==> src/core/vkd_map.svh <==
// Constants for the key scan, read request and dimmer timing block
`ifndef VKD_MAP_SVH
`define VKD_MAP_SVH
// Clock cycles per oscillator period T (oscillator modelled on i_clock)
`define VKD_CLK_PER_T 1
// Key scan time per pass, in T
`define VKD_SCAN_T 12000
// Key read request delay from scan start, in T
`define VKD_REQ_T 25600
// Display period per digit, in T
`define VKD_DISP_T 2048
// Dimmer step, in T
`define VKD_STEP_T 2
// Derived cycle counts
`define VKD_SCAN_CYC (`VKD_SCAN_T * `VKD_CLK_PER_T)
`define VKD_REQ_CYC (`VKD_REQ_T * `VKD_CLK_PER_T)
`define VKD_DISP_CYC (`VKD_DISP_T * `VKD_CLK_PER_T)
`define VKD_STEP_CYC (`VKD_STEP_T * `VKD_CLK_PER_T)
// Matrix shape
`define VKD_NLINES 6
`define VKD_NSENSE 5
`define VKD_NKEYS 30
`define VKD_DM_W 10
// Scan drive patterns while waiting for a key
`define VKD_DRV_NORMAL 6'h3f
`define VKD_DRV_SEL01 6'h20
`define VKD_DRV_SEL10 6'h30
`define VKD_DRV_SEL11 6'h3f
// Dimmer setting used by the one-step off check
`define VKD_DM_ONE_STEP 10'h3fe
`endif

==> src/core/vkd_pkg.sv <==
// Types for the key scan and dimmer block
package vkd_pkg;
  // Key scan controller states, one-hot
  typedef enum logic [3:0] {
    VKD_IDLE = 4'b0001,
    VKD_SCAN = 4'b0010,
    VKD_WAIT = 4'b0100,
    VKD_REQ  = 4'b1000
  } vkd_state_t;
  // One bit per key of the 6 x 5 matrix
  typedef logic [29:0] vkd_keys_t;
endpackage

==> src/core/vkd_sync2.sv <==
// Two-flop synchroniser for pin inputs
module vkd_sync2 #(
  parameter int W = 1
) (
  input wire logic i_clock,
  input wire logic i_rst_b,
  input wire logic [W-1:0] i_async,
  output logic [W-1:0] o_sync
);
  logic [W-1:0] meta_q; // First stage, read only by second stage
  logic [W-1:0] meta_d;
  logic [W-1:0] sync_d;

  // Next values
  always_comb begin
    meta_d = i_async;
    sync_d = meta_q;
  end

  // Registers
  always_ff @(posedge i_clock or negedge i_rst_b) begin
    if (!i_rst_b) begin
      meta_q <= '0;
      o_sync <= '0;
    end else begin
      meta_q <= meta_d;
      o_sync <= sync_d;
    end
  end
endmodule

==> src/core/vkd_dimmer.sv <==
// Digit timing generator with dimmer
`include "vkd_map.svh"
module vkd_dimmer (
  input wire logic i_clock,
  input wire logic i_rst_b,
  input wire logic i_run,
  input wire logic [9:0] i_dimmer_level,
  output logic o_first_digit_out,
  output logic o_second_digit_out
);
  logic [11:0] cnt_q; // Bit 11 picks the digit, low bits the position
  logic [11:0] cnt_d;
  logic g1_d;
  logic g2_d;
  logic [11:0] on_len; // Step times (level + 1)
  logic [11:0] off_len; // Off interval at the start of each slot
  logic lit;

  // Off interval shrinks as the dimmer level grows
  always_comb begin
    on_len = 12'((32'(i_dimmer_level) + 1) * `VKD_STEP_CYC); // RULE14 RULE23
    off_len = 12'(`VKD_DISP_CYC) - on_len; // RULE14
    lit = {1'b0, cnt_q[10:0]} >= off_len;
    // Stopped and cleared while halted, so the pattern restarts cleanly
    cnt_d = i_run ? cnt_q + 12'h001 : 12'h000; // RULE16 RULE17
    g1_d = i_run & ~cnt_q[11] & lit; // RULE13
    g2_d = i_run & cnt_q[11] & lit; // RULE13 RULE18
  end

  // Registers
  always_ff @(posedge i_clock or negedge i_rst_b) begin
    if (!i_rst_b) begin
      cnt_q <= 12'h000;
      o_first_digit_out <= 1'b0;
      o_second_digit_out <= 1'b0;
    end else begin
      cnt_q <= cnt_d;
      o_first_digit_out <= g1_d;
      o_second_digit_out <= g2_d;
    end
  end
endmodule

==> src/core/vkd_keyscan.sv <==
// Key scan, key read request, sleep control and blanking for the display driver
// What this block and the controller around it do
// RULE1 - Normal mode waiting: all scan drives high
// RULE2 - Scan on press, until release, multiple keys
// RULE3 - Key held past 25600T pulls request low
// RULE4 - Chip enable high releases the request
// RULE5 - Read done clears request, rescans
// RULE6 - Request output is open drain
// RULE7 - Sleep drives set by sleep select bits
// RULE8 - Sleep key press restarts oscillator and scans
// RULE9 - Read in sleep keeps sleep mode
// RULE10 - Select 0/1: only sixth drive high
// RULE11 - Controller discards readouts with three keys
// RULE12 - Controller loads data before releasing blanking
// RULE13 - Digit period is 2048 oscillator cycles
// RULE14 - Off interval shrinks by step per level
// RULE15 - Level 3FE gives one-step off interval
// RULE16 - Blanking resets and stops divider
// RULE17 - Blanking resets and halts dimmer timing
// RULE18 - Blanking forces segments and digits low
// RULE19 - Blanking resets and disables key scan
// RULE20 - Blanking clears the key buffer
// RULE21 - Oscillator state follows first sleep transfer
// RULE22 - Blanking leaves serial and control loading alive
// RULE23 - Dimmer level is ten bits, duty (level+1)/1024
// RULE24 - Two 12000T scans must agree
// RULE25 - Sleep when either select bit set
// RULE26 - Sleep acknowledge returned with key data
// RULE27 - Sleep oscillator stops again once idle
`include "vkd_map.svh"
module vkd_keyscan #(
  parameter logic [15:0] P_SCAN_CYC = 16'(`VKD_SCAN_CYC), // One scan pass
  parameter logic [15:0] P_REQ_CYC = 16'(`VKD_REQ_CYC) // Scan start to request
) (
  input wire logic i_clock,
  input wire logic i_rst_b,
  input wire logic i_blank_b,
  input wire logic i_chip_enable,
  input wire logic i_read_done,
  input wire logic i_sleep_load,
  input wire logic i_sleep_select_lo,
  input wire logic i_sleep_select_hi,
  input wire logic [9:0] i_dimmer_level,
  input wire logic [4:0] i_scan_sense_lines,
  output logic [5:0] o_scan_drive_lines,
  output logic o_request_out,
  output logic o_request_oe_b,
  output vkd_pkg::vkd_keys_t o_key_bits,
  output logic o_sleep_ack_bit,
  output logic o_first_digit_out,
  output logic o_second_digit_out,
  output logic o_segment_enable,
  output logic o_osc_run
);
  import vkd_pkg::*;

  // Per-line dwell; a pass walks all six drive lines
  localparam logic [15:0] LINE_CYC = P_SCAN_CYC / 16'd6;

  // Synchronised pins
  logic [6:0] pins_s;
  logic blank_s; // High when display is enabled
  logic ce_s; // Chip enable
  logic [4:0] sense_s; // Sense lines

  // Key scan state
  vkd_state_t st_q;
  vkd_state_t st_d;
  logic [15:0] tmr_q; // Time since scan pair start
  logic [15:0] tmr_d;
  logic [15:0] dwell_q; // Time on current drive line
  logic [15:0] dwell_d;
  logic [2:0] line_q; // Drive line under scan
  logic [2:0] line_d;
  logic pass_q; // Second pass of a pair
  logic pass_d;
  vkd_keys_t cur_q; // Keys of the running pass
  vkd_keys_t cur_d;
  vkd_keys_t prev_q; // Keys of the previous pass
  vkd_keys_t prev_d;
  vkd_keys_t key_q; // Key buffer seen by the reader
  vkd_keys_t key_d;
  logic ack_q; // Sleep acknowledge latched with keys
  logic ack_d;
  logic req_q; // Key read request pending
  logic req_d;

  // Mode state
  logic sleep_q; // Sleep mode
  logic sleep_d;
  logic known_q; // Sleep bits transferred at least once
  logic known_d;
  logic osc_q;
  logic osc_d;
  logic seg_q;
  logic seg_d;
  logic [5:0] drv_q;
  logic [5:0] drv_d;
  logic [5:0] wait_pat; // Drive pattern while waiting for a key
  logic line_end;
  logic any_key;

  // Blanking, chip enable and sense lines come straight off pins
  vkd_sync2 #(
    .W(7)
  ) u_sync (
    .i_clock(i_clock),
    .i_rst_b(i_rst_b),
    .i_async({i_blank_b, i_chip_enable, i_scan_sense_lines}),
    .o_sync(pins_s)
  );

  always_comb begin
    blank_s = pins_s[6];
    ce_s = pins_s[5];
    sense_s = pins_s[4:0];
  end

  // Sleep select capture; runs even while blanked so the
  // controller can set the mode before lifting blanking
  always_comb begin
    sleep_d = sleep_q;
    known_d = known_q;
    if (i_sleep_load) begin // RULE22
      sleep_d = i_sleep_select_lo | i_sleep_select_hi; // RULE25
      known_d = 1'b1; // RULE21
    end
  end

  // Drive pattern while waiting, from mode and select bits
  always_comb begin
    if (!sleep_q) begin
      wait_pat = `VKD_DRV_NORMAL; // RULE1
    end else if (!i_sleep_select_hi) begin
      wait_pat = `VKD_DRV_SEL10; // RULE7
    end else if (!i_sleep_select_lo) begin
      wait_pat = `VKD_DRV_SEL01; // RULE10
    end else begin
      wait_pat = `VKD_DRV_SEL11; // RULE7
    end
  end

  // Key scan controller
  always_comb begin
    st_d = st_q;
    tmr_d = tmr_q;
    dwell_d = dwell_q;
    line_d = line_q;
    pass_d = pass_q;
    cur_d = cur_q;
    prev_d = prev_q;
    key_d = key_q;
    ack_d = ack_q;
    req_d = req_q;
    line_end = dwell_q == LINE_CYC - 16'd1;
    any_key = |sense_s;
    case (st_q)
      VKD_IDLE: begin
        // Only lines driven high can report a press
        if (any_key) begin // RULE2 RULE8
          st_d = VKD_SCAN;
          tmr_d = 16'h0000;
          dwell_d = 16'h0000;
          line_d = 3'h0;
          pass_d = 1'b0;
        end
      end
      VKD_SCAN: begin
        tmr_d = tmr_q + 16'h0001;
        dwell_d = dwell_q + 16'h0001;
        if (line_end) begin
          // Sense sampled at the end of each line's dwell
          cur_d[line_q * 5 +: 5] = sense_s; // RULE2
          dwell_d = 16'h0000;
          line_d = line_q + 3'h1;
          if (line_q == 3'h5) begin
            line_d = 3'h0;
            prev_d = cur_d;
            if (!pass_q) begin
              pass_d = 1'b1; // RULE24
            end else if (cur_d == prev_q) begin
              // Agreed: released keys end the scan, held ones wait
              st_d = (cur_d == '0) ? VKD_IDLE : VKD_WAIT; // RULE24 RULE2
            end else if (cur_d == '0) begin
              st_d = VKD_IDLE;
            end else begin
              // Disagreement restarts the pair and its timer
              pass_d = 1'b0; // RULE24
              tmr_d = 16'h0000;
            end
          end
        end
      end
      VKD_WAIT: begin
        tmr_d = tmr_q + 16'h0001;
        if (tmr_q >= P_REQ_CYC - 16'd1) begin
          req_d = 1'b1; // RULE3
          key_d = prev_q;
          ack_d = sleep_q; // RULE26
          st_d = VKD_REQ;
        end
      end
      VKD_REQ: begin
        if (i_read_done) begin
          // Sleep flag untouched here; only a transfer changes it
          req_d = 1'b0; // RULE5 RULE9
          st_d = VKD_SCAN;
          tmr_d = 16'h0000;
          dwell_d = 16'h0000;
          line_d = 3'h0;
          pass_d = 1'b0;
        end
      end
      default: begin
        st_d = VKD_IDLE;
      end
    endcase
    // Blanking wins over everything in the scan path
    if (!blank_s) begin
      st_d = VKD_IDLE; // RULE19
      tmr_d = 16'h0000;
      dwell_d = 16'h0000;
      line_d = 3'h0;
      pass_d = 1'b0;
      cur_d = '0;
      prev_d = '0;
      key_d = '0; // RULE20
      ack_d = 1'b0;
      req_d = 1'b0;
    end
  end

  // Outputs held in flops: drives, oscillator, segment enable
  always_comb begin
    if (st_q == VKD_SCAN) begin
      drv_d = 6'(6'h01 << line_q);
    end else begin
      drv_d = wait_pat; // RULE1 RULE7
    end
    // Oscillator idles in sleep once nothing is pending
    if (!known_q) begin
      osc_d = 1'b1; // RULE21
    end else begin
      osc_d = !sleep_q || (st_q != VKD_IDLE); // RULE8 RULE27 RULE25
    end
    seg_d = blank_s && !sleep_q; // RULE18 RULE25
  end

  // Registers
  always_ff @(posedge i_clock or negedge i_rst_b) begin
    if (!i_rst_b) begin
      st_q <= VKD_IDLE;
      tmr_q <= 16'h0000;
      dwell_q <= 16'h0000;
      line_q <= 3'h0;
      pass_q <= 1'b0;
      cur_q <= '0;
      prev_q <= '0;
      key_q <= '0;
      ack_q <= 1'b0;
      req_q <= 1'b0;
      sleep_q <= 1'b0;
      known_q <= 1'b0;
      osc_q <= 1'b1;
      seg_q <= 1'b0;
      drv_q <= `VKD_DRV_NORMAL;
    end else begin
      st_q <= st_d;
      tmr_q <= tmr_d;
      dwell_q <= dwell_d;
      line_q <= line_d;
      pass_q <= pass_d;
      cur_q <= cur_d;
      prev_q <= prev_d;
      key_q <= key_d;
      ack_q <= ack_d;
      req_q <= req_d;
      sleep_q <= sleep_d;
      known_q <= known_d;
      osc_q <= osc_d;
      seg_q <= seg_d;
      drv_q <= drv_d;
    end
  end

  // Digit timing; halted while blanked or asleep
  vkd_dimmer u_dimmer (
    .i_clock(i_clock),
    .i_rst_b(i_rst_b),
    .i_run(blank_s && !sleep_q), // RULE16 RULE17 RULE18
    .i_dimmer_level(i_dimmer_level),
    .o_first_digit_out(o_first_digit_out),
    .o_second_digit_out(o_second_digit_out)
  );

  // Pin outputs; the request line only ever pulls low
  always_comb begin
    o_scan_drive_lines = drv_q;
    o_request_out = 1'b0; // RULE6
    o_request_oe_b = !(req_q && !ce_s); // RULE4 RULE6
    o_key_bits = key_q;
    o_sleep_ack_bit = ack_q;
    o_segment_enable = seg_q;
    o_osc_run = osc_q;
  end
endmodule

==> config.mk <==
export PLATFORM = sky130hd
export DESIGN_NAME = vkd_keyscan
export DESIGN_NICKNAME = d
export VERILOG_FILES = /design/src/core/vkd_pkg.sv /design/src/core/vkd_sync2.sv /design/src/core/vkd_dimmer.sv /design/src/core/vkd_keyscan.sv
export VERILOG_INCLUDE_DIRS = /design/src /design/src/core
export SDC_FILE = /design/constraint.sdc
export NUM_CORES = 1
export LEC_CHECK = 0
export ABC_AREA = 1
export BUFFER_PORTS_ARGS = -buffer_cell sky130_fd_sc_hd__buf_2
export CORE_ASPECT_RATIO = 1.2
export CORE_MARGIN = 1
export CORE_UTILIZATION = 45
export CTS_CLUSTER_SIZE = 14
export DETAILED_ROUTE_END_ITERATION = 7
export SLEW_MARGIN = 20
export SYNTH_ARGS = -nofsm -noshare
export SYNTH_HDL_FRONTEND = slang
export SYNTH_SLANG_ARGS = --single-unit
==> constraint.sdc <==
create_clock -name i_clock -period 3.79 [get_ports i_clock]
set_clock_uncertainty 0.1 [all_clocks]
set_input_delay 0.379 -clock i_clock [delete_from_list [all_inputs] [get_ports i_clock]]
set_output_delay 0.379 -clock i_clock [all_outputs]
set_load 0.02 [all_outputs]
==> results of run 1 <==
## registers in the layout, indices dropped and copies added (netlist names), 3 cells and up
name,flops
o_scan_drive_lines,6
dwell_q,16
u_dimmer.cnt_q,12
cur_q,30
line_q,3
prev_q,30
u_sync.o_sync,7
o_key_bits,30
st_q,4
tmr_q,16
u_sync.meta_q,7
## per-layer routing
layer | share of wire, % | GRT usage [%]
met2 | 48 | 40.4
met4 | 2.2 | 7.77
met3 | 3.0 | 3.82
met1 | 46 | 28.8
met5 | 0 | 0
## Yosys cell counts (all sizes together), types with 2 or more instances
cell type  instances
inv              128
a31oi              3
o22ai              3
dfrtp            162
o21ai            103
o211ai             3
nand3            109
nand3b            13
a211oi             2
nor3              23
nand2            401
nor3b              6
xnor2              8
ha                23
nand4             16
nor2             102
clkbuf            26
xor2              18
buf                8
dfstp              8
or2                3
a21oi             27
nor4               5
## critical path: stages, from the launching register on
cell and delay, ns:
dfrtp_1 0.47, inv_1 0.12, ha_1 0.22, ha_1 0.38, nor2_1 0.38, nand2_1 0.21, nand2_1 0.13, nand2_1 0.06
nand2_1 0.05, nand2_1 0.06, nor2_1 0.16, nand2_1 0.07, nor2_1 0.14, nand3_2 0.14, nand4_2 0.10, nand2_2 0.07
nand2_4 0.17, nand2_1 0.09, nand2_1 0.06
## through the flow
stage / std cells / power [mW] / utilization (%) / hold slack [ns]
2_1_floorplan: 1211 / 3.10 / - / -0.0166
3_3_place_gp: 1518 / 3.51 / 49.8 / 0.231
3_5_place_dp: 1518 / 3.52 / 49.8 / 0.235
4_1_cts: 1558 / 5.26 / 53.1 / 0.0149
5_1_grt: 1558 / 5.53 / 53.1 / 0.0259
6_report: 1558 / 5.22 / 53.1 / 0.0292
## power groups by stage
stage	sequential (mW)	combinational, mW	clock (mW)
after CTS	2.09	1.42	1.75
after global routing	2.11	1.60	1.83
after detailed placement	2.12	1.41	0
after global placement	2.12	1.39	0
final	2.09	1.41	1.72
after floorplan	2.13	0.973	0
## cell usage in the layout (no fill, tap or decap), types with 17 or more instances in the layout
master     Yosys  final
nand2_1      396    396
dfrtp_1      162    162
inv_1        126    126
nand3_1      107    107
o21ai_0      102    102
nor2_1        96     96
buf_2          3     63
a21oi_1       27     25
ha_1          23     23
nor3_1        21     21
xor2_1        18     18
clkbuf_16      0     17
## what timing repair did
| action | 4_1_cts | 5_1_grt |
|---|---|---|
| hold endpoints to repair | 86 | 0 |
| buffers inserted | 0 | 0 |
| gates resized for setup | 0 | 0 |
| hold buffers | 8 | 0 |
## layout make-up
class / count / area, um2
fillers: 1935 / 9270
multi-input cells: 878 / 4280
flip-flops and latches: 170 / 4260
repair buffers: 88 / 552
inverters: 129 / 484
clock buffers: 17 / 425
well taps: 261 / 327
clock inverters: 15 / 151
## logic make-up (layout without fill, tap and decap cells)
group                    count (synthesis)  count (layout)  share of synthesized area [%]
XOR/XNOR                                26              26                           2.49
AO/OA/AOI/OAI                          147             147                           8.47
adder cells (fa/ha/maj)                 23              23                           3.14
buffers and inverters                  163             249                           7.05
flip-flops                             170             170                           46.6
other                                    1               1                         0.0409
AND/OR/NAND/NOR                        681             681                           32.3
## worst max path at each step
stage / from / endpoint / cells after the start
finish: line_q[1] / tmr_q[0] / 18
global route: line_q[1] / tmr_q[7] / 18
CTS: line_q[1] / tmr_q[0] / 18
detailed placement: line_q[1] / tmr_q[0] / 18
global placement: i_dimmer_level[0] / u_dimmer.o_first_digit_out / 16
floorplan: line_q[0] / tmr_q[6] / 20
==> results.py, run 1 <==
metrics = {
    "run_status": {
        "status": "finished clean",
    },
    "setup_path": {
        "critPathLaunchType": "flip-flop",
        "r2r-end": "tmr_q[0]",
        "worst_r2r_path_depth": 18,
        "crit_path_max_fanout": 16,
        "crit_path_end_kind": "flip-flop",
        "critPathKind": "flip-flop to flip-flop",
        "required_ns": 4.07,
        "rrSetupSlack_ns": 0.54,
        "r2r_start": "line_q[1]",
        "cp.arrival_ns": 3.52,
    },
    "hold_path": {
        "min_path_type": "primary input to flip-flop",
        "worst_hold_path.endpoint": "o_scan_drive_lines[4]",
        "min_from": "i_sleep_select_hi",
        "min_path_cells": 2,
    },
    "synthesis": {
        "synth_area_mm2": 0.00916,
        "yosys_most_used_dff": "dfrtp_1",
        "synth_top_area_share_pct": 44.3,
        "async_flop_share_pct": 100,
        "syn_inst": 1211,
        "synth-edff-count": 0,
        "ys_types": 47,
        "synth.area.top_cells": "dfrtp_1 44%, nand2_1 16%, nand3_1 5.8%, o21ai_0 5.6%, inv_1 5.2%",
        "synth_area_leader_cell": "dfrtp_1",
        "avgSynthCellArea_um2": 7.56,
        "yosys_warnings": 0,
        "ys_seq_area_share_pct": 46.6,
        "synth-seq-cells": 170,
        "synthesis.nets": 1257,
    },
    "sta": {
        "drv_slew": 0,
        "relSlewSlack_pct": 43.8,
        "tns_ns": 0,
        "finalHoldViolations": 0,
        "finalSetupViolations": 0,
        "rsz0062_at_grt": "no",
        "fin_ws_ns": 0.544,
        "min_period_ns": 3.25,
        "worstMarginPinSlew_ns": 0.843,
        "fin_crit_sh_pct": 85.7,
        "fmax_ghz": 0.308,
    },
    "power": {
        "power_frac_clock_pct": 33.0,
        "power_frac_comb_pct": 27.0,
        "sw_frac_of_total_pct": 36.0,
        "vdd_ir_drop_max_uv": 382,
        "powerDensity_mw_per_mm2": 498,
        "leakage_nw": 5.18,
        "power_frac_seq_pct": 40.0,
        "p_int_mw": 3.34,
        "power_switching_mw": 1.88,
    },
    "floorplan": {
        "io-pin-count": 66,
        "dieArea_mm2": 0.0209,
        "coreArea_mm2": 0.0198,
        "core.rowCount": 56,
        "die_x_um": 132,
        "start_util_pct": 46.4,
        "die_h_um": 158,
    },
    "finish": {
        "drive_gt1_share_pct": 11.1,
        "n_antenna_cell": 0,
        "final_nets": 1330,
        "design_area_mm2": 0.0105,
        "area_delta_synth_final_pct": 14.5,
    },
    "clocking": {
        "cts_max_level": 4,
        "clock_sinks": 170,
        "root_buffer": "clkbuf_16",
        "cts_buffer_depth": 2,
        "cts_tree": "done",
        "cts_buffers": 17,
        "worstSkewPairLatency_ns": 0.44,
        "clk_pin_slew_ns": 0.07,
    },
    "place": {
        "dpl_worst_slack_ns": 0.613,
        "port_buffers": 64,
        "gp_congestion": 0.974,
        "dpl.hpwl_um": 16600,
        "place_area_mm2": 0.00983,
    },
    "route": {
        "wl_um": 22800,
        "ant_nets": 0,
        "wire_per_inst_um": 14.7,
        "drt-initial-drc-count": 525,
        "vias": 7947,
        "dr.pass1.iters": 6,
        "drc": 0,
        "vias_per_cell": 5.10,
    },
    "global_route": {
        "grt_max_degree": 90,
        "grt_usage_pct": 23.0,
        "gr-total-overflow": 0,
        "grt_pass1_wl_um": 37800,
        "antenna_found_initial": 0,
        "grt_pass1_vias": 7552,
    },
    "job": {
        "maxCapViolCount": 0,
    },
}
Power figures use the tool's default switching activity.
==> run 2: changes to the inputs <==
==> constraint.sdc (replaced) <==
create_clock -name i_clock -period 3.7 [get_ports i_clock]
set_clock_uncertainty 0.1 [all_clocks]
set_input_delay 0.37 -clock i_clock [delete_from_list [all_inputs] [get_ports i_clock]]
set_output_delay 0.37 -clock i_clock [all_outputs]
set_load 0.02 [all_outputs]
==> run 2 against run 1 <==
  * Non-clock buffer count up 1
  * Sequential share of layout area down 0.16 points
  * Final cell count about the same
  * Combinational power about the same
  * Global-route usage up 0.29 points
  * Cell area up 0.41%
  * Count of clock-buffer cells in the layout up 1
  * Utilization up 0.22 points
  * Via count up 0.92%
  * Largest cell class unchanged
==> results.py, run 2 (synthesis results as in run 1) <==
metrics = {
    "run_status": {
        "status": "finished clean",
    },
    "global_route": {
        "grt_pass1_vias": 7685,
        "grt_use_met3_pct": 3.60,
        "grt.met1_usage_pct": 29.5,
        "globalRouteMet2Util_pct": 40.1,
        "grt_busiest_layer": "met2",
        "grt_max_degree": 81,
        "grt_pass1_wl_um": 37900,
        "gr-total-overflow": 0,
        "antenna_found_initial": 0,
        "grt_usage_pct": 23.3,
    },
    "power": {
        "power_frac_seq_pct": 38.9,
        "power_frac_clock_pct": 34.8,
        "leakage_nw": 5.20,
        "powerDensity_mw_per_mm2": 522,
        "vdd_ir_drop_max_uv": 379,
        "sw_frac_of_total_pct": 35.1,
        "power_frac_comb_pct": 26.3,
        "power_switching_mw": 1.93,
        "power_mw": 5.49,
        "p_int_mw": 3.57,
    },
    "finish": {
        "final_cells": 1559,
        "fillers": 1993,
        "multi_input_area_mm2": 0.00428,
        "final_nets": 1331,
        "regArea_mm2": 0.00426,
        "drive_gt1_share_pct": 11.2,
        "layout_common_cells": "396 x nand2_1, 162 x dfrtp_1, 126 x inv_1",
        "fin_util_pct": 53.3,
        "final_common_cell": "nand2_1",
        "n_antenna_cell": 0,
        "area_delta_synth_final_pct": 15.0,
    },
    "sta": {
        "min_period_ns": 3.23,
        "finalSetupViolations": 0,
        "fmax_ghz": 0.310,
        "fin_ws_ns": 0.472,
        "finalHoldViolations": 0,
        "drv_slew": 0,
        "worstMarginPinSlew_ns": 0.757,
        "fin_crit_sh_pct": 87.2,
        "tns_ns": 0,
        "relSlewSlack_pct": 49.5,
        "rsz0062_at_grt": "no",
    },
    "clocking": {
        "cts_buffer_depth": 2,
        "worstSkewPairLatency_ns": 0.44,
        "cts_max_level": 4,
        "root_buffer": "clkbuf_16",
        "postCtsResizedCells": 0,
        "clock_sinks": 170,
        "hold_buffers": 8,
        "clk_pin_slew_ns": 0.07,
        "cts_tree": "done",
        "cts_buffers": 17,
        "post_cts_buffers": 0,
    },
    "setup_path": {
        "cp.arrival_ns": 3.50,
        "critPathKind": "flip-flop to flip-flop",
        "crit_path_end_kind": "flip-flop",
        "required_ns": 3.97,
        "critPathLaunchType": "flip-flop",
        "path_buf_inv": 1,
        "critPathMaxStageDelay_ns": 0.47,
        "cp_common_cell": "nand2_1",
        "cp_slowest_cell": "dfrtp_1",
        "crit_path_max_fanout": 16,
        "crit_family": "simple AND/OR/NAND/NOR gates",
        "crit_path_cell_trace": "inv_1, ha_1, ha_1, nand2_1, nor2_4, nand2_1, nand2_1, nor3_1, nand2_1, nor2_1, nand3_1, nand4_2, nand2_2, nand2_4, nand2_1, nand2_1",
    },
    "route": {
        "wl_um": 23000,
        "ant_nets": 0,
        "drt-initial-drc-count": 498,
        "wire_per_inst_um": 14.8,
        "vias": 8020,
        "vias_per_cell": 5.14,
        "dr.pass1.iters": 7,
        "drc": 0,
    },
    "hold_path": {
        "min_path_type": "primary input to flip-flop",
    },
    "floorplan": {
        "core.rowCount": 56,
        "start_util_pct": 46.4,
        "die_h_um": 158,
        "dieArea_mm2": 0.0209,
        "die_x_um": 132,
        "coreArea_mm2": 0.0198,
        "io-pin-count": 66,
    },
    "job": {
        "maxCapViolCount": 0,
    },
    "place": {
        "dpl_worst_slack_ns": 0.474,
        "port_buffers": 64,
        "placed_cells": 1519,
        "gp_congestion": 0.974,
        "dpl.hpwl_um": 16600,
    },
}
[run 2: cell types whose count changed in the layout (fill, tap and decap cells not counted), sizes merged]
cell      delta
buf          +1
bufinv       +2
clkbuf       +1
clkinv       -1
clkinvlp     +2
inv          -4
[run 2: worst paths after layout]
path,slack [ns],start,endpoint,cells after the start
setup / recovery,0.47,line_q[1],tmr_q[5],16
hold / removal,0.01,i_sleep_select_hi,o_scan_drive_lines[4],2
setup reg to reg,0.47,line_q[1],tmr_q[5],16
hold reg to reg,0.25,u_sync.meta_q[4],u_sync.o_sync[4],0
max in group asynchronous,2.04,i_rst_b,cur_q[1],3
min in group asynchronous,0.45,i_rst_b,dwell_q[7],2
[run 2: stage by stage]
step,cell area (um2),hold slack (ns)
6_report,10500,0.0123
5_1_grt,10500,0.0276
4_1_cts,10500,0.0000978
3_5_place_dp,9830,0.235
3_3_place_gp,9830,0.232
2_1_floorplan,9160,-0.0256
[run 2: final cells by class]
type / count / share of cell area, %
timing repair buffer: 89 / 5.19
inverter: 129 / 4.60
tap: 261 / 3.10
clock inverter: 14 / 1.76
multi-input combinational: 878 / 40.7
clock buffer: 18 / 4.17
sequential: 170 / 40.5
[run 2: metal layers]
layer | wire length (um) | up-vias
li1 | - | 4054
met1 | 10600 | 3774
met2 | 11100 | 151
met3 | 675 | 41
met4 | 624 | 0
met5 | 0 | -
[run 2: power by group through the flow]
stage	combinational (mW)	sequential, mW	clock [mW]
6_report	1.44	2.14	1.91
5_1_grt	1.63	2.16	2.02
4_1_cts	1.45	2.14	1.94
3_5_place_dp	1.44	2.17	0
3_3_place_gp	1.43	2.17	0
2_1_floorplan	0.996	2.18	0
==> run 3: changes to the inputs <==
--- a/config.mk
+++ b/config.mk
@@ -6,13 +6,13 @@
 export SDC_FILE = /design/constraint.sdc
 export NUM_CORES = 1
 export LEC_CHECK = 0
-export ABC_AREA = 1
 export BUFFER_PORTS_ARGS = -buffer_cell sky130_fd_sc_hd__buf_2
 export CORE_ASPECT_RATIO = 1.2
 export CORE_MARGIN = 1
 export CORE_UTILIZATION = 45
 export CTS_CLUSTER_SIZE = 14
 export DETAILED_ROUTE_END_ITERATION = 7
+export REMOVE_ABC_BUFFERS = 1
 export SLEW_MARGIN = 20
 export SYNTH_ARGS = -nofsm -noshare
 export SYNTH_HDL_FRONTEND = slang
==> run 3 against run 2 <==
  * Via count shrank 13%
  * Non-clock buffer count grew 32
  * Sequential power shrank 9%
  * Cell area shrank 0.24%
  * Global-route usage shrank 1.1 points
  * Area after synthesis shrank 3.8%
  * Sequential share of layout area grew 0.096 points
  * Power shrank 23%
  * Fmax shrank 11%
  * Utilization grew 2.0 points
  * Hold slack gained 0.018 ns
  * Combinational power shrank 68%
  * Largest cell class unchanged
  * Largest power group unchanged
==> results.py, run 3 <==
metrics = {
    "setup_path": {
        "cp_slowest_cell": "or4_4",
        "path_buf_inv": 4,
        "crit_path_cell_trace": "inv_2, ha_4, or4_4, nor2_8, buf_6, mux2i_4, o21ai_0, or3_1, nand4b_1, a41oi_4, buf_6, buf_4, o21ai_0, a31oi_1",
        "r2r_start": "line_q[0]",
        "rrSetupSlack_ns": 0.07,
        "setup.worst_path.start": "line_q[0]",
        "critPathMaxStageDelay_ns": 0.59,
        "crit_family": "simple AND/OR/NAND/NOR gates",
        "r2r-end": "tmr_q[6]",
        "required_ns": 3.95,
        "worst_r2r_path_depth": 14,
        "critPathLaunchType": "flip-flop",
        "crit_path_end_kind": "flip-flop",
        "critPathKind": "flip-flop to flip-flop",
        "path_depth": 14,
        "cp-endpoint": "tmr_q[6]",
        "cp.arrival_ns": 3.87,
        "crit_path_max_fanout": 8,
    },
    "global_route": {
        "grt_usage_pct": 22.2,
        "grt_max_degree": 76,
        "grt_pass1_wl_um": 34700,
        "antenna_found_initial": 0,
        "grt_pass1_vias": 6702,
        "gr-total-overflow": 0,
    },
    "finish": {
        "design_area_mm2": 0.0105,
        "fillers": 1753,
        "final_cells": 1254,
        "final_common_cell": "dfrtp_1",
        "fin_util_pct": 55.3,
        "final_nets": 1032,
        "area_delta_synth_final_pct": 19.2,
        "n_antenna_cell": 0,
        "layout_common_cells": "162 x dfrtp_1, 108 x nor2_1, 65 x nand2_1",
        "drive_gt1_share_pct": 18.7,
    },
    "floorplan": {
        "start_util_pct": 46.4,
        "die_x_um": 130,
        "io-pin-count": 66,
        "core.rowCount": 55,
        "dieArea_mm2": 0.0201,
        "coreArea_mm2": 0.0190,
        "die_h_um": 155,
    },
    "synthesis": {
        "async_flop_share_pct": 100,
        "synth_area_mm2": 0.00881,
        "syn_inst": 897,
        "yosysMostFrequentCell": "dfrtp_1",
        "synth.area.top_cells": "dfrtp_1 46%, nor2_1 4.6%, a211oi_1 3.7%, mux2i_1 3.7%, xor2_1 3.5%",
        "yosys_warnings": 0,
        "ys_types": 63,
        "synth_top_area_share_pct": 46.0,
        "synth-seq-cells": 170,
        "ys_seq_area_share_pct": 48.4,
        "synth-edff-count": 0,
        "yosys_most_used_dff": "dfrtp_1",
        "synth.cells.most_frequent": "162 x dfrtp_1, 109 x nor2_1, 65 x nand2_1",
        "synth_area_leader_cell": "dfrtp_1",
        "avgSynthCellArea_um2": 9.82,
    },
    "sta": {
        "finalHoldViolations": 0,
        "drv_slew": 0,
        "fin_ws_ns": 0.0745,
        "min_period_ns": 3.63,
        "worstMarginPinSlew_ns": 0.787,
        "fin_crit_sh_pct": 98.0,
        "worst_hold_slack_ns": 0.0301,
        "relSlewSlack_pct": 47.0,
        "finalSetupViolations": 0,
        "fmax_ghz": 0.276,
    },
    "power": {
        "vdd_ir_drop_max_uv": 291,
        "p_int_mw": 3.17,
        "power_frac_seq_pct": 45.5,
        "power_frac_clock_pct": 43.5,
        "leakage_nw": 4.73,
        "power_switching_mw": 1.08,
        "power_frac_comb_pct": 11.0,
        "sw_frac_of_total_pct": 25.4,
        "powerDensity_mw_per_mm2": 405,
    },
    "hold_path": {
        "min_from": "i_sleep_load",
        "min_path_type": "primary input to flip-flop",
        "min_path_cells": 2,
    },
    "place": {
        "dpl_worst_slack_ns": -0.0306,
        "place_area_mm2": 0.00960,
        "gp_congestion": 0.892,
        "placed_cells": 1209,
        "port_buffers": 64,
        "dpl.hpwl_um": 14700,
    },
    "clocking": {
        "clk_pin_slew_ns": 0.07,
        "clock_sinks": 170,
        "worstSkewPairLatency_ns": 0.44,
        "cts_buffer_depth": 2,
        "cts_buffers": 17,
        "cts_tree": "done",
        "root_buffer": "clkbuf_16",
        "cts_max_level": 4,
    },
    "route": {
        "wl_um": 21000,
        "vias_per_cell": 5.57,
        "ant_nets": 0,
        "drt-initial-drc-count": 465,
        "dr.pass1.iters": 5,
        "drc": 0,
        "vias": 6983,
        "wire_per_inst_um": 16.7,
    },
    "run_status": {
        "status": "finished clean",
    },
    "job": {
        "maxCapViolCount": 0,
    },
}
==> run 3: cell count changes in the layout (fill, tap and decap cells not counted), sizes merged, moves of 32 or more <==
| cell | change |
|---|---|
| nand2 | -336 |
| inv | -106 |
| o21ai | -76 |
| nand3 | -72 |
| a211oi | +42 |
| a22o | +33 |
| mux2i | +33 |
| buf | +32 |
==> run 3: cell families (layout without fill, tap and decap cells) <==
group / count (synthesis) / count (layout) / share of synthesized area [%]
and+or+nand+nor: 326 / 326 / 18.2
AOI/OAI and AO/OA: 206 / 206 / 16.6
DFF: 170 / 170 / 48.4
buffers and inverters: 74 / 175 / 3.36
xor gates and xnor gates: 63 / 63 / 6.26
muxes: 34 / 34 / 3.88
adders and majority gates: 23 / 23 / 3.27
other: 1 / 1 / 0.0426
==> run 3: per-layer routing <==
layer / vias up / global-route usage (%) / routed length (um)
met3: 31 / 2.96 / 593
met1: 3392 / 29.9 / 9600
met5: - / 0 / 0
li1: 3421 / - / -
met2: 139 / 36.4 / 10400
met4: 0 / 7.92 / 406
==> run 3: worst min path at each step <==
stage	end	slack, ns
final	sleep_q	0.03
after global placement	u_sync.o_sync[3]	0.23
after floorplan	cur_q[0]	-0.03
after detailed placement	u_sync.o_sync[6]	0.23
after global routing	sleep_q	0.03
after CTS	sleep_q	0.01
==> run 3: repair_timing <==
item                                   4_1_cts  5_1_grt
setup endpoints to repair                    3       17
pin swaps                                    2       12
endpoints found under the hold margin       69        0
setup buffers                                0        7
hold buffers                                 8        0
gates resized for setup                      3       32
==> run 3: through the flow <==
step / TNS (ns) / total power, mW
2_1_floorplan: -33.10 / 2.20
3_3_place_gp: 0 / 2.38
3_5_place_dp: -0.0306 / 2.38
4_1_cts: 0 / 4.25
5_1_grt: -0.0387 / 4.42
6_report: 0 / 4.25
==> run 3: area by class of cell <==
type	instances	area [um2]	share of cell area (%)
multi-input cells	653	4410	42.0
flip-flops and latches	170	4260	40.6
repair buffers	121	815	7.75
clock buffers	18	439	4.18
well taps	256	320	3.05
clock inverters	13	166	1.58
inverters	23	86.3	0.822
==> run 3: power by group through the flow <==
stage	Sequential (mW)	Clock, mW	Combinational [mW]
6_report	1.94	1.85	0.467
5_1_grt	1.94	1.97	0.516
4_1_cts	1.93	1.89	0.424
3_5_place_dp	1.97	0	0.416
3_3_place_gp	1.97	0	0.414
2_1_floorplan	1.98	0	0.220
